===== config.mk =====
export PLATFORM = sky130hd
export DESIGN_NAME = tscs_clock_startup
export DESIGN_NICKNAME = d
export VERILOG_FILES = /design/src/tscs_osc_counter.v /design/src/tscs_clock_startup.v
export VERILOG_INCLUDE_DIRS = /design/src
export SDC_FILE = /design/constraint.sdc
export NUM_CORES = 1
export LEC_CHECK = 0
export BUFFER_PORTS_ARGS = -buffer_cell sky130_fd_sc_hd__buf_2
export CAP_MARGIN = 5
export CORE_MARGIN = 4
export CORE_UTILIZATION = 40
export DETAILED_ROUTE_END_ITERATION = 8
export PLACE_DENSITY_LB_ADDON = 0.12
export SLEW_MARGIN = 25
export SYNTH_ARGS = -nofsm -noshare
export SYNTH_HDL_FRONTEND = slang
export SYNTH_SLANG_ARGS = --single-unit

===== constraint.sdc =====
create_clock -name ref_clk -period 1.7 [get_ports ref_clk]
set_input_delay 0.085 -clock ref_clk [delete_from_list [all_inputs] [get_ports ref_clk]]
set_output_delay 0.085 -clock ref_clk [all_outputs]
set_load 0.02 [all_outputs]

===== src/tscs_map.vh =====
`ifndef TSCS_MAP_VH
`define TSCS_MAP_VH
// oscillator mode encodings
`define TSCS_MODE_W        3
`define TSCS_MODE_LP       3'h0
`define TSCS_MODE_XT       3'h1
`define TSCS_MODE_HS       3'h2
`define TSCS_MODE_EXTCLK   3'h3
`define TSCS_MODE_INTERNAL_RC_OSCILLATOR   3'h4
// start-up oscillation count
`define TSCS_OST_COUNT     1024
`define TSCS_OST_W         11
// clock select encodings
`define TSCS_SEL_INT       1'h0
`define TSCS_SEL_EXT       1'h1
// reset values
`define TSCS_FLAG_RST      1'h0
`endif


===== src/tscs_osc_counter.v =====
`timescale 1ns/10ps
`default_nettype none
`include "tscs_map.vh"
// ****************************************
// oscillation counter on synced edges
// ****************************************
module tscs_osc_counter #(
	parameter integer COUNT = `TSCS_OST_COUNT,
	parameter integer CW    = `TSCS_OST_W
) (
	// clock and reset
	input  wire ref_clk,
	input  wire rst_b,
	// control
	input  wire clear,
	input  wire run,
	input  wire osc_edge,
	// status
	output reg  done_q
);
	reg [CW-1:0] cnt_q;

	// counts edges while running; clear has priority so each start is from zero
	always @(posedge ref_clk or negedge rst_b) begin
		if (!rst_b) begin
			cnt_q  <= {CW{1'h0}};
			done_q <= 1'h0;
		end else if (clear) begin
			cnt_q  <= {CW{1'h0}};
			done_q <= 1'h0;
		end else if (run && osc_edge && !done_q) begin
			if (cnt_q == COUNT[CW-1:0] - 1'h1) begin
				done_q <= 1'h1;
			end
			cnt_q <= cnt_q + 1'h1;
		end
	end
endmodule // tscs_osc_counter
`default_nettype wire


===== src/tscs_clock_startup.v =====
`timescale 1ns/10ps
`default_nettype none
`include "tscs_map.vh"
// Overview of operation
// - The pll ready flag sets once the switch to the 32 MHz pll clock is done and clears once the switch back is done; here it clears when pll_req drops.
// - In the three crystal modes the oscillation counter runs and needs 1024 oscillations before the crystal may clock the system.
// - During two-speed start-up the core runs from the internal oscillator at once after waking.
// - In any non-crystal mode two-speed start-up is off and no stabilisation wait applies.
// - Reaching 1024 before sleep sets the external running flag and moves the core to the external oscillator.
// - Entering sleep during the count aborts it and leaves the external running flag clear.
module tscs_clock_startup #(
	parameter integer OST_COUNT = `TSCS_OST_COUNT
) (
	// clock and reset
	input  wire                    ref_clk,
	input  wire                    rst_b,
	// configuration
	input  wire [`TSCS_MODE_W-1:0] osc_mode,
	// core events
	input  wire                    sleep_exec,
	input  wire                    wake_event,
	// pll switching
	input  wire                    pll_req,
	input  wire                    pll_locked,
	// external oscillator, asynchronous
	input  wire                    ext_osc_in,
	// status and selection
	output reg                     ext_osc_running_flag,
	output reg                     pll_ready_flag,
	output reg                     sys_clk_sel_ext,
	output reg                     core_run,
	output reg                     ost_active
);
	// ****************************************
	// pin synchronisers
	// ****************************************
	reg osc_s1_q;
	reg osc_s2_q;
	reg osc_s3_q;
	reg lock_s1_q;
	reg lock_s2_q;

	// crystal pin: two stages before use, third only for the edge detect;
	// all reset low, the level of a stopped crystal, so no false edge after reset
	always @(posedge ref_clk or negedge rst_b) begin
		if (!rst_b) begin
			osc_s1_q <= 1'h0;
			osc_s2_q <= 1'h0;
			osc_s3_q <= 1'h0;
		end else begin
			osc_s1_q <= ext_osc_in;
			osc_s2_q <= osc_s1_q;
			osc_s3_q <= osc_s2_q;
		end
	end

	// pll lock arrives from the pll's own clock
	always @(posedge ref_clk or negedge rst_b) begin
		if (!rst_b) begin
			lock_s1_q <= 1'h0;
			lock_s2_q <= 1'h0;
		end else begin
			lock_s1_q <= pll_locked;
			lock_s2_q <= lock_s1_q;
		end
	end

	// one pulse per rising crystal edge; a crystal above half of ref_clk loses edges
	wire osc_edge = osc_s2_q & ~osc_s3_q;

	// ****************************************
	// mode decode and sequencing
	// ****************************************
	wire crystal_mode = (osc_mode == `TSCS_MODE_LP) || (osc_mode == `TSCS_MODE_XT) ||
	                    (osc_mode == `TSCS_MODE_HS);

	localparam [3:0] ST_START = 4'h1;
	localparam [3:0] ST_QUAL  = 4'h2;
	localparam [3:0] ST_RUN   = 4'h4;
	localparam [3:0] ST_SLEEP = 4'h8;

	reg  [3:0] state_q, state_d;
	reg        cnt_clear;
	wire       cnt_done;

	// core runs during qualification; sleep abandons the count
	always @* begin
		state_d   = state_q;
		cnt_clear = 1'h0;
		case (state_q)
			ST_START: begin
				cnt_clear = 1'h1;
				state_d   = crystal_mode ? ST_QUAL : ST_RUN;
			end
			ST_QUAL: begin
				if (sleep_exec) begin
					state_d = ST_SLEEP;
				end else if (cnt_done) begin
					state_d = ST_RUN;
				end
			end
			ST_RUN: begin
				if (sleep_exec) begin
					state_d = ST_SLEEP;
				end
			end
			ST_SLEEP: begin
				cnt_clear = 1'h1;
				if (wake_event) begin
					state_d = ST_START;
				end
			end
			default: begin
				state_d = ST_START;
			end
		endcase
	end

	always @(posedge ref_clk or negedge rst_b) begin
		if (!rst_b) begin
			state_q <= ST_START;
		end else begin
			state_q <= state_d;
		end
	end

	// ****************************************
	// oscillation counter
	// ****************************************
	tscs_osc_counter #(
		.COUNT (OST_COUNT),
		.CW    (`TSCS_OST_W)
	) u_cnt (
		.ref_clk  (ref_clk),
		.rst_b    (rst_b),
		.clear    (cnt_clear),
		.run      (state_q == ST_QUAL),
		.osc_edge (osc_edge),
		.done_q   (cnt_done)
	);

	// ****************************************
	// status outputs
	// ****************************************
	reg ost_active_d;
	reg core_run_d;
	reg ext_run_d;
	reg sel_ext_d;

	// decoded from the next state so every output lines up with state_q
	always @* begin
		ost_active_d = (state_d == ST_QUAL);
		core_run_d   = (state_d == ST_QUAL) || (state_d == ST_RUN);
		ext_run_d    = `TSCS_FLAG_RST;
		sel_ext_d    = `TSCS_SEL_INT;
		if (state_d == ST_RUN) begin
			// no wait outside crystal modes, but the flag only means a qualified crystal
			sel_ext_d = `TSCS_SEL_EXT;
			ext_run_d = crystal_mode;
		end
	end

	// qualification in progress
	always @(posedge ref_clk or negedge rst_b) begin
		if (!rst_b) begin
			ost_active <= `TSCS_FLAG_RST;
		end else begin
			ost_active <= ost_active_d;
		end
	end

	// core keeps running during qualification; only sleep stops it
	always @(posedge ref_clk or negedge rst_b) begin
		if (!rst_b) begin
			core_run <= `TSCS_FLAG_RST;
		end else begin
			core_run <= core_run_d;
		end
	end

	// set only by a completed count; sleep clears it so each wake requalifies
	always @(posedge ref_clk or negedge rst_b) begin
		if (!rst_b) begin
			ext_osc_running_flag <= `TSCS_FLAG_RST;
		end else begin
			ext_osc_running_flag <= ext_run_d;
		end
	end

	// external source only after qualification or in a mode with nothing to wait for
	always @(posedge ref_clk or negedge rst_b) begin
		if (!rst_b) begin
			sys_clk_sel_ext <= `TSCS_SEL_INT;
		end else begin
			sys_clk_sel_ext <= sel_ext_d;
		end
	end

	// ****************************************
	// pll ready
	// ****************************************
	reg pll_ready_d;

	// set once synced lock meets the request, cleared as soon as the request drops;
	// switch back taken as immediate, so firmware may sleep right after reading zero
	always @* begin
		pll_ready_d = pll_ready_flag;
		if (pll_req && lock_s2_q) begin
			pll_ready_d = 1'h1;
		end else if (!pll_req) begin
			pll_ready_d = 1'h0;
		end
	end

	// flag polled by firmware before sleep
	always @(posedge ref_clk or negedge rst_b) begin
		if (!rst_b) begin
			pll_ready_flag <= `TSCS_FLAG_RST;
		end else begin
			pll_ready_flag <= pll_ready_d;
		end
	end
endmodule // tscs_clock_startup
`default_nettype wire


==> results.yml, run 1 <==
finish:
  share_of_final_layout_standard_cells_stronger_than_drive_strength_1_pct: 28.4
  finish.utilization_pct: 54.2
  final_net_count: 146
  layout_common_cells: "25 x sky130_fd_sc_hd__dfrtp_1, 14 x sky130_fd_sc_hd__buf_2, 10 x sky130_fd_sc_hd__buf_4"
  final_design_area_no_fill_sq_um: 1390
  diode_insertion_count_for_antenna_repair: 0
  fillCellCount: 230
  final_common_cell: "sky130_fd_sc_hd__dfrtp_1"
  areaGrowthSynthToFinish_pct: 25.8
clock_tree:
  tritoncts_num_sinks: 26
  bufs_on_longest_clock_path: 2
  tritoncts: "yes"
  path_clk_slew_ps: 130
  h_tree_level_count: 1
  cts_inserted_buffers: 3
  clk-insertion-delay-late_ps: 310
  clock_root_buffer: "sky130_fd_sc_hd__clkbuf_4"
timing:
  hold_viol: 0
  report.final.setup_viol: 0
  post-route-period-util_pct: 97.5
  finalMaxSlewViolations: 0
  max_slew.worst_pin.slew_ps: 562
  max_freq_ghz: 0.603
  setup_repair_after_global_routing_missed_its_margin: "yes"
  period_needed_ps: 1660
  timing.clock.skew_ps: 12.1
  slew-limit-headroom_pct: 62.5
setup_path:
  timing.critical_path.fanout_max: 5
  highest_delay_cell_along_the_critical_path: "sky130_fd_sc_hd__or4_4"
  startpoint_type: "flip-flop"
  category_of_the_worst_setup_path_capture_point: "flip-flop"
  crit_path_max_delay_family: "simple AND/OR/NAND/NOR gates"
  critPathMaxStageDelay_ps: 530
  cpMostUsedCell: "sky130_fd_sc_hd__nand2_1"
  arrival_ps: 1910
  path_buf_inv: 0
  criticalPathCategory: "reg -> reg"
  worst_ep_required_time_ps: 1950
  timing.critical_path.cells: "nor4b_4 -> nand2_1 -> or4_4 -> nand2_1"
die:
  design.portCount: 15
  row_count: 18
  die-area_sq_um: 3670
  initial_core_utilization_pct: 43.1
  core_area_sq_um: 2570
  die_w_microns: 60.6
  die-height_microns: 60.6
placement:
  io_buffer_count: 14
  hpwlAfterDp_microns: 1580
  place_area_sq_um: 1280
  gp_routability_congestion: 0.683
drt:
  route.antenna.remaining_nets: 0
  drc: 0
  drt-total-wl_microns: 2130
  via_count: 871
  wl_per_cell_microns: 13.0
  drtPass1Iterations: 4
  drt_first_iter_violations: 14
  routed_via_density: 5.31
yosys:
  synth_top_cells_by_area: "sky130_fd_sc_hd__dfrtp_1 56%, sky130_fd_sc_hd__o21ai_0 4.5%, sky130_fd_sc_hd__a21oi_1 3.6%"
  yosys_warnings: 0
  synth_area_sq_um: 1110
  syn_avg_cell_area_sq_um: 10.8
  yosysSeqAreaShare_pct: 58.9
  mappedNetlistNets: 114
  flop_and_latch_count_out_of_synthesis: 26
  synthCells: 103
  synthDominantAreaCellType: "sky130_fd_sc_hd__dfrtp_1"
  post-synth-top-area-fraction_pct: 56.5
  count_of_cell_types_in_the_netlist: 28
global_routing:
  grt_pass1_vias: 881
  grt_start_max_net_pins: 27
  antenna_found_initial: 0
  grt_overflow_total: 0
  grt_first_pass_wirelength_microns: 3620
  grt_util_all_layers_pct: 13.0
power_and_ir_drop:
  peakVddDrop_mv: 0.673
  p_leak_nw: 0.635
  p_per_area_nw_per_um2: 1130
outcome:
  outcome: "complete, no violations"
job:
  timing.max_cap.violations: 0
worst_hold_path:
  hold_class: "in -> reg"
kinds of logic after synthesis:
group                    share of synthesized area, %
AND/OR/NAND/NOR                                  23.7
buffers and inverters                           0.677
adder cells (fa/ha/maj)                          1.13
flip-flops                                       58.9
AO/OA/AOI/OAI                                    11.5
XOR/XNOR                                         3.16
multiplexers                                    0.904
metal layers:
metal,global-route usage (%),vias to the layer above,wire length (microns)
li1,-,433,-
met1,16.4,426,1000
met2,22.6,10,1030
met3,2.55,2,77
met4,3.72,0,15
met5,0,-,0
report_power, final:
part | internal [mW] | leakage (nW) | switching [mW] | total [mW]
combinational | 0.202 | 0.278 | 0.334 | 0.536
clock | 0.0915 | 0.0150 | 0.173 | 0.264
sequential | 0.712 | 0.342 | 0.0655 | 0.777
cell type report:
cell class              count  area (sq um)  area share [%]
well taps                  30          37.5            2.70
inverters                   1          3.75           0.270
flip-flops and latches     26           652            46.8
repair buffers             28           185            13.3
clock buffers               4          26.3            1.89
multi-input cells          75           488            35.0
synth_stat cells (all sizes together):
cell / n
a211oi: 1
a21o: 1
a21oi: 8
a31oi: 1
and2: 2
and3: 1
clkbuf: 1
dfrtp: 25
dfstp: 1
ha: 1
inv: 1
mux2i: 1
nand2: 10
nand3: 6
nand3b: 2
nand4: 4
nor2: 9
nor2b: 2
nor3b: 1
nor4b: 1
o21a: 1
o21ai: 10
o311ai: 1
or3: 5
or3b: 1
or4: 2
xor2: 4
flip-flops by register name, summed over array words and instances (netlist names):
name and flops:
osc_s1_q 1, u_cnt.cnt_q 11, ost_active 1, sys_clk_sel_ext 1, osc_s2_q 1, pll_ready_flag 1
state_q 4, u_cnt.done_q 1, lock_s1_q 1, ext_osc_running_flag 1, core_run 1, osc_s3_q 1
lock_s2_q 1
final timing paths:
path | end | start | depth (start not counted) | slack, ps
min in group asynchronous | state_q[1] | rst_b | 2 | 280
min reg2reg | lock_s2_q | lock_s1_q | 0 | 370
max in group asynchronous | state_q[0] | rst_b | 2 | 1040
max reg2reg | u_cnt.done_q | state_q[3] | 4 | 40
min | ext_osc_running_flag | osc_mode[2] | 3 | 70
max | u_cnt.done_q | state_q[3] | 4 | 40
repair_timing:
item,in CTS,in global routing
hold buffers,4,0
buffers inserted,0,1
pin swaps,0,10
setup endpoints to repair,3,7
hold endpoints to repair,28,0
gates resized for setup,2,8
worst register-to-register path: stages (launching register included):
cell and delay, ps:
sky130_fd_sc_hd__dfrtp_1 430, sky130_fd_sc_hd__nor4b_4 430, sky130_fd_sc_hd__nand2_1 130, sky130_fd_sc_hd__or4_4 530, sky130_fd_sc_hd__nand2_1 80
per-stage QoR:
step | setup WS, ps | hold slack (ps) | std cells | power [mW] | setup TNS (ps)
2_1_floorplan | 70.1 | -211 | 103 | 1.11 | 0
3_3_place_gp | 99.0 | 107 | 155 | 1.28 | 0
3_5_place_dp | 0.275 | 112 | 155 | 1.30 | 0
4_1_cts | -9.49 | 53.2 | 163 | 1.57 | -9.49
5_1_grt | -31.2 | 63.6 | 164 | 1.69 | -120
6_report | 42.9 | 66.5 | 164 | 1.58 | 0
(Power assumes the default switching activity.)
==> inputs of run 2 (changes only) <==
clock period = 1.55 ns   (was 1.7 ns; I/O delays follow)
==> run 2 against run 1 <==
Net effect:
- the run now ends with negative setup slack left
- non-clock buffer count up 3
- global-route usage is 0.68 points higher
- fmax is 1.7% higher
- critical path type unchanged
- critical endpoint unchanged
- largest cell class unchanged
- largest power group unchanged
- highest routed layer unchanged
==> results.yml, run 2 (synthesis results as in run 1) <==
timing:
  period_needed_ps: 1630
  max_slew.worst_pin.slew_ps: 556
  setup_repair_after_global_routing_missed_its_margin: "yes"
  max_freq_ghz: 0.614
  hold_viol: 0
  timing.clock.skew_ps: 12.4
  slew-limit-headroom_pct: 63.0
  finalWorstSetupSlack_ps: -78.6
  report.final.setup_viol: 6
  post-route-period-util_pct: 105
  finalMaxSlewViolations: 0
power_and_ir_drop:
  p_leak_nw: 0.657
  p_per_area_nw_per_um2: 1260
  peakVddDrop_mv: 0.943
  power.total_mw: 1.80
die:
  die-area_sq_um: 3670
  design.portCount: 15
  initial_core_utilization_pct: 43.1
  die-height_microns: 60.6
  die_w_microns: 60.6
  row_count: 18
  core_area_sq_um: 2570
finish:
  share_of_final_layout_standard_cells_stronger_than_drive_strength_1_pct: 34.3
  reg.largest.list: "u_cnt.cnt_q: 11 flops, state_q: 4 flops"
  final_net_count: 149
  flip_flop_count_of_the_largest_register_after_layout: 11
  diode_insertion_count_for_antenna_repair: 0
  final_common_cell: "sky130_fd_sc_hd__dfrtp_1"
  areaGrowthSynthToFinish_pct: 29.3
  largest-register: "u_cnt.cnt_q"
  layout_common_cells: "24 x sky130_fd_sc_hd__dfrtp_1, 14 x sky130_fd_sc_hd__buf_2, 13 x sky130_fd_sc_hd__buf_4, 9 x sky130_fd_sc_hd__nor2_1"
drt:
  route.antenna.remaining_nets: 0
  drc: 0
  drt_first_iter_violations: 16
  wl_per_cell_microns: 12.9
  drtPass1Iterations: 2
  routed_via_density: 5.20
  via_count: 868
  drt-total-wl_microns: 2160
placement:
  hpwlAfterDp_microns: 1610
  gp_routability_congestion: 0.698
  pre_cts_ws_ps: -71.4
  io_buffer_count: 14
global_routing:
  grt_util_all_layers_pct: 13.7
  grt_start_max_net_pins: 27
  global_route.usage.met1_pct: 17.5
  grt_overflow_total: 0
  antenna_found_initial: 0
  global_route.usage.met2_pct: 22.9
  grt_busiest_layer: "met2"
  grt_met3_use_pct: 2.98
  grt_pass1_vias: 874
  grt_first_pass_wirelength_microns: 3720
setup_path:
  criticalPathCategory: "reg -> reg"
  startpoint_type: "flip-flop"
  timing.critical_path.cells: "nor4b_4 -> nand2_2 -> or4_4 -> nand2_2"
  worst_ep_required_time_ps: 1800
  category_of_the_worst_setup_path_capture_point: "flip-flop"
  timing.critical_path.fanout_max: 5
  arrival_ps: 1880
  ff2ff_path_depth: 4
  highest_delay_cell_along_the_critical_path: "sky130_fd_sc_hd__or4_4"
  critPathMaxStageDelay_ps: 550
  cpMostUsedCell: "sky130_fd_sc_hd__nand2_2"
clock_tree:
  path_clk_slew_ps: 120
  bufs_on_longest_clock_path: 2
  tritoncts: "yes"
  clk-insertion-delay-late_ps: 310
  tritoncts_num_sinks: 26
  h_tree_level_count: 1
  cts_inserted_buffers: 3
  clock_root_buffer: "sky130_fd_sc_hd__clkbuf_4"
job:
  timing.max_cap.violations: 0
worst_hold_path:
  hold_class: "in -> reg"
  worst_hold_path.num_cells: 3
outcome:
  outcome: "complete, but fails checks"
  violated_checks: "negative setup slack"
## run 2: cell count changes in the layout (fill, tap and decap cells not counted), sizes merged
cell  before  now
buf       24   27
## run 2: where the power goes
part | total [mW] | internal, mW | switching (mW) | leakage [nW]
combinational | 0.632 | 0.254 | 0.377 | 0.296
clock | 0.327 | 0.143 | 0.184 | 0.0210
sequential | 0.841 | 0.782 | 0.0591 | 0.340
total | 1.80 | 1.18 | 0.620 | 0.657
## run 2: routing by layer
metal,routed length (microns),share of wire (%)
met1,1040,48
met2,1020,47
met3,68,3.1
met4,29,1.3
met5,0,0
## run 2: final timing paths
check,startpoint,to,slack [ps]
setup / recovery,state_q[3],u_cnt.done_q,-80
hold / removal,osc_mode[2],ext_osc_running_flag,50
setup reg to reg,state_q[3],u_cnt.done_q,-80
hold reg to reg,lock_s1_q,lock_s2_q,360
max in group asynchronous,rst_b,state_q[3],870
min in group asynchronous,rst_b,pll_ready_flag,270
## run 2: final cells by class
type / instances / area [sq um]
Clock buffer: 4 / 36.3
Multi-Input combinational cell: 75 / 493
Inverter: 1 / 3.75
Tap cell: 30 / 37.5
Timing Repair Buffer: 31 / 208
Fill cell: 222 / 1140
Sequential cell: 26 / 653
## run 2: stage by stage
step	instance area [sq um]	TNS (ps)	utilization (%)	hold slack (ps)	instances
after global placement	1300	-26.3	50.7	98.3	158
after global routing	1430	-1150	55.8	45.5	167
after floorplan	1110	-352	-	-218	103
final	1430	-345	55.8	52.9	167
after CTS	1390	-464	54.1	38.9	167
after detailed placement	1300	-270	50.7	102	158
## run 2: timing repair
item,in CTS,in global routing
hold buffers,4,0
pin swaps,2,6
setup endpoints to repair,6,13
buffers inserted,1,0
resized for setup,3,12
hold endpoints to repair,28,0
## run 2: critical path: cells and delay by family (launching register included)
| family | cells | cell delay, ps |
|---|---|---|
| AND/OR/NAND/NOR | 4 | 1140 |
| flip-flops | 1 | 450 |
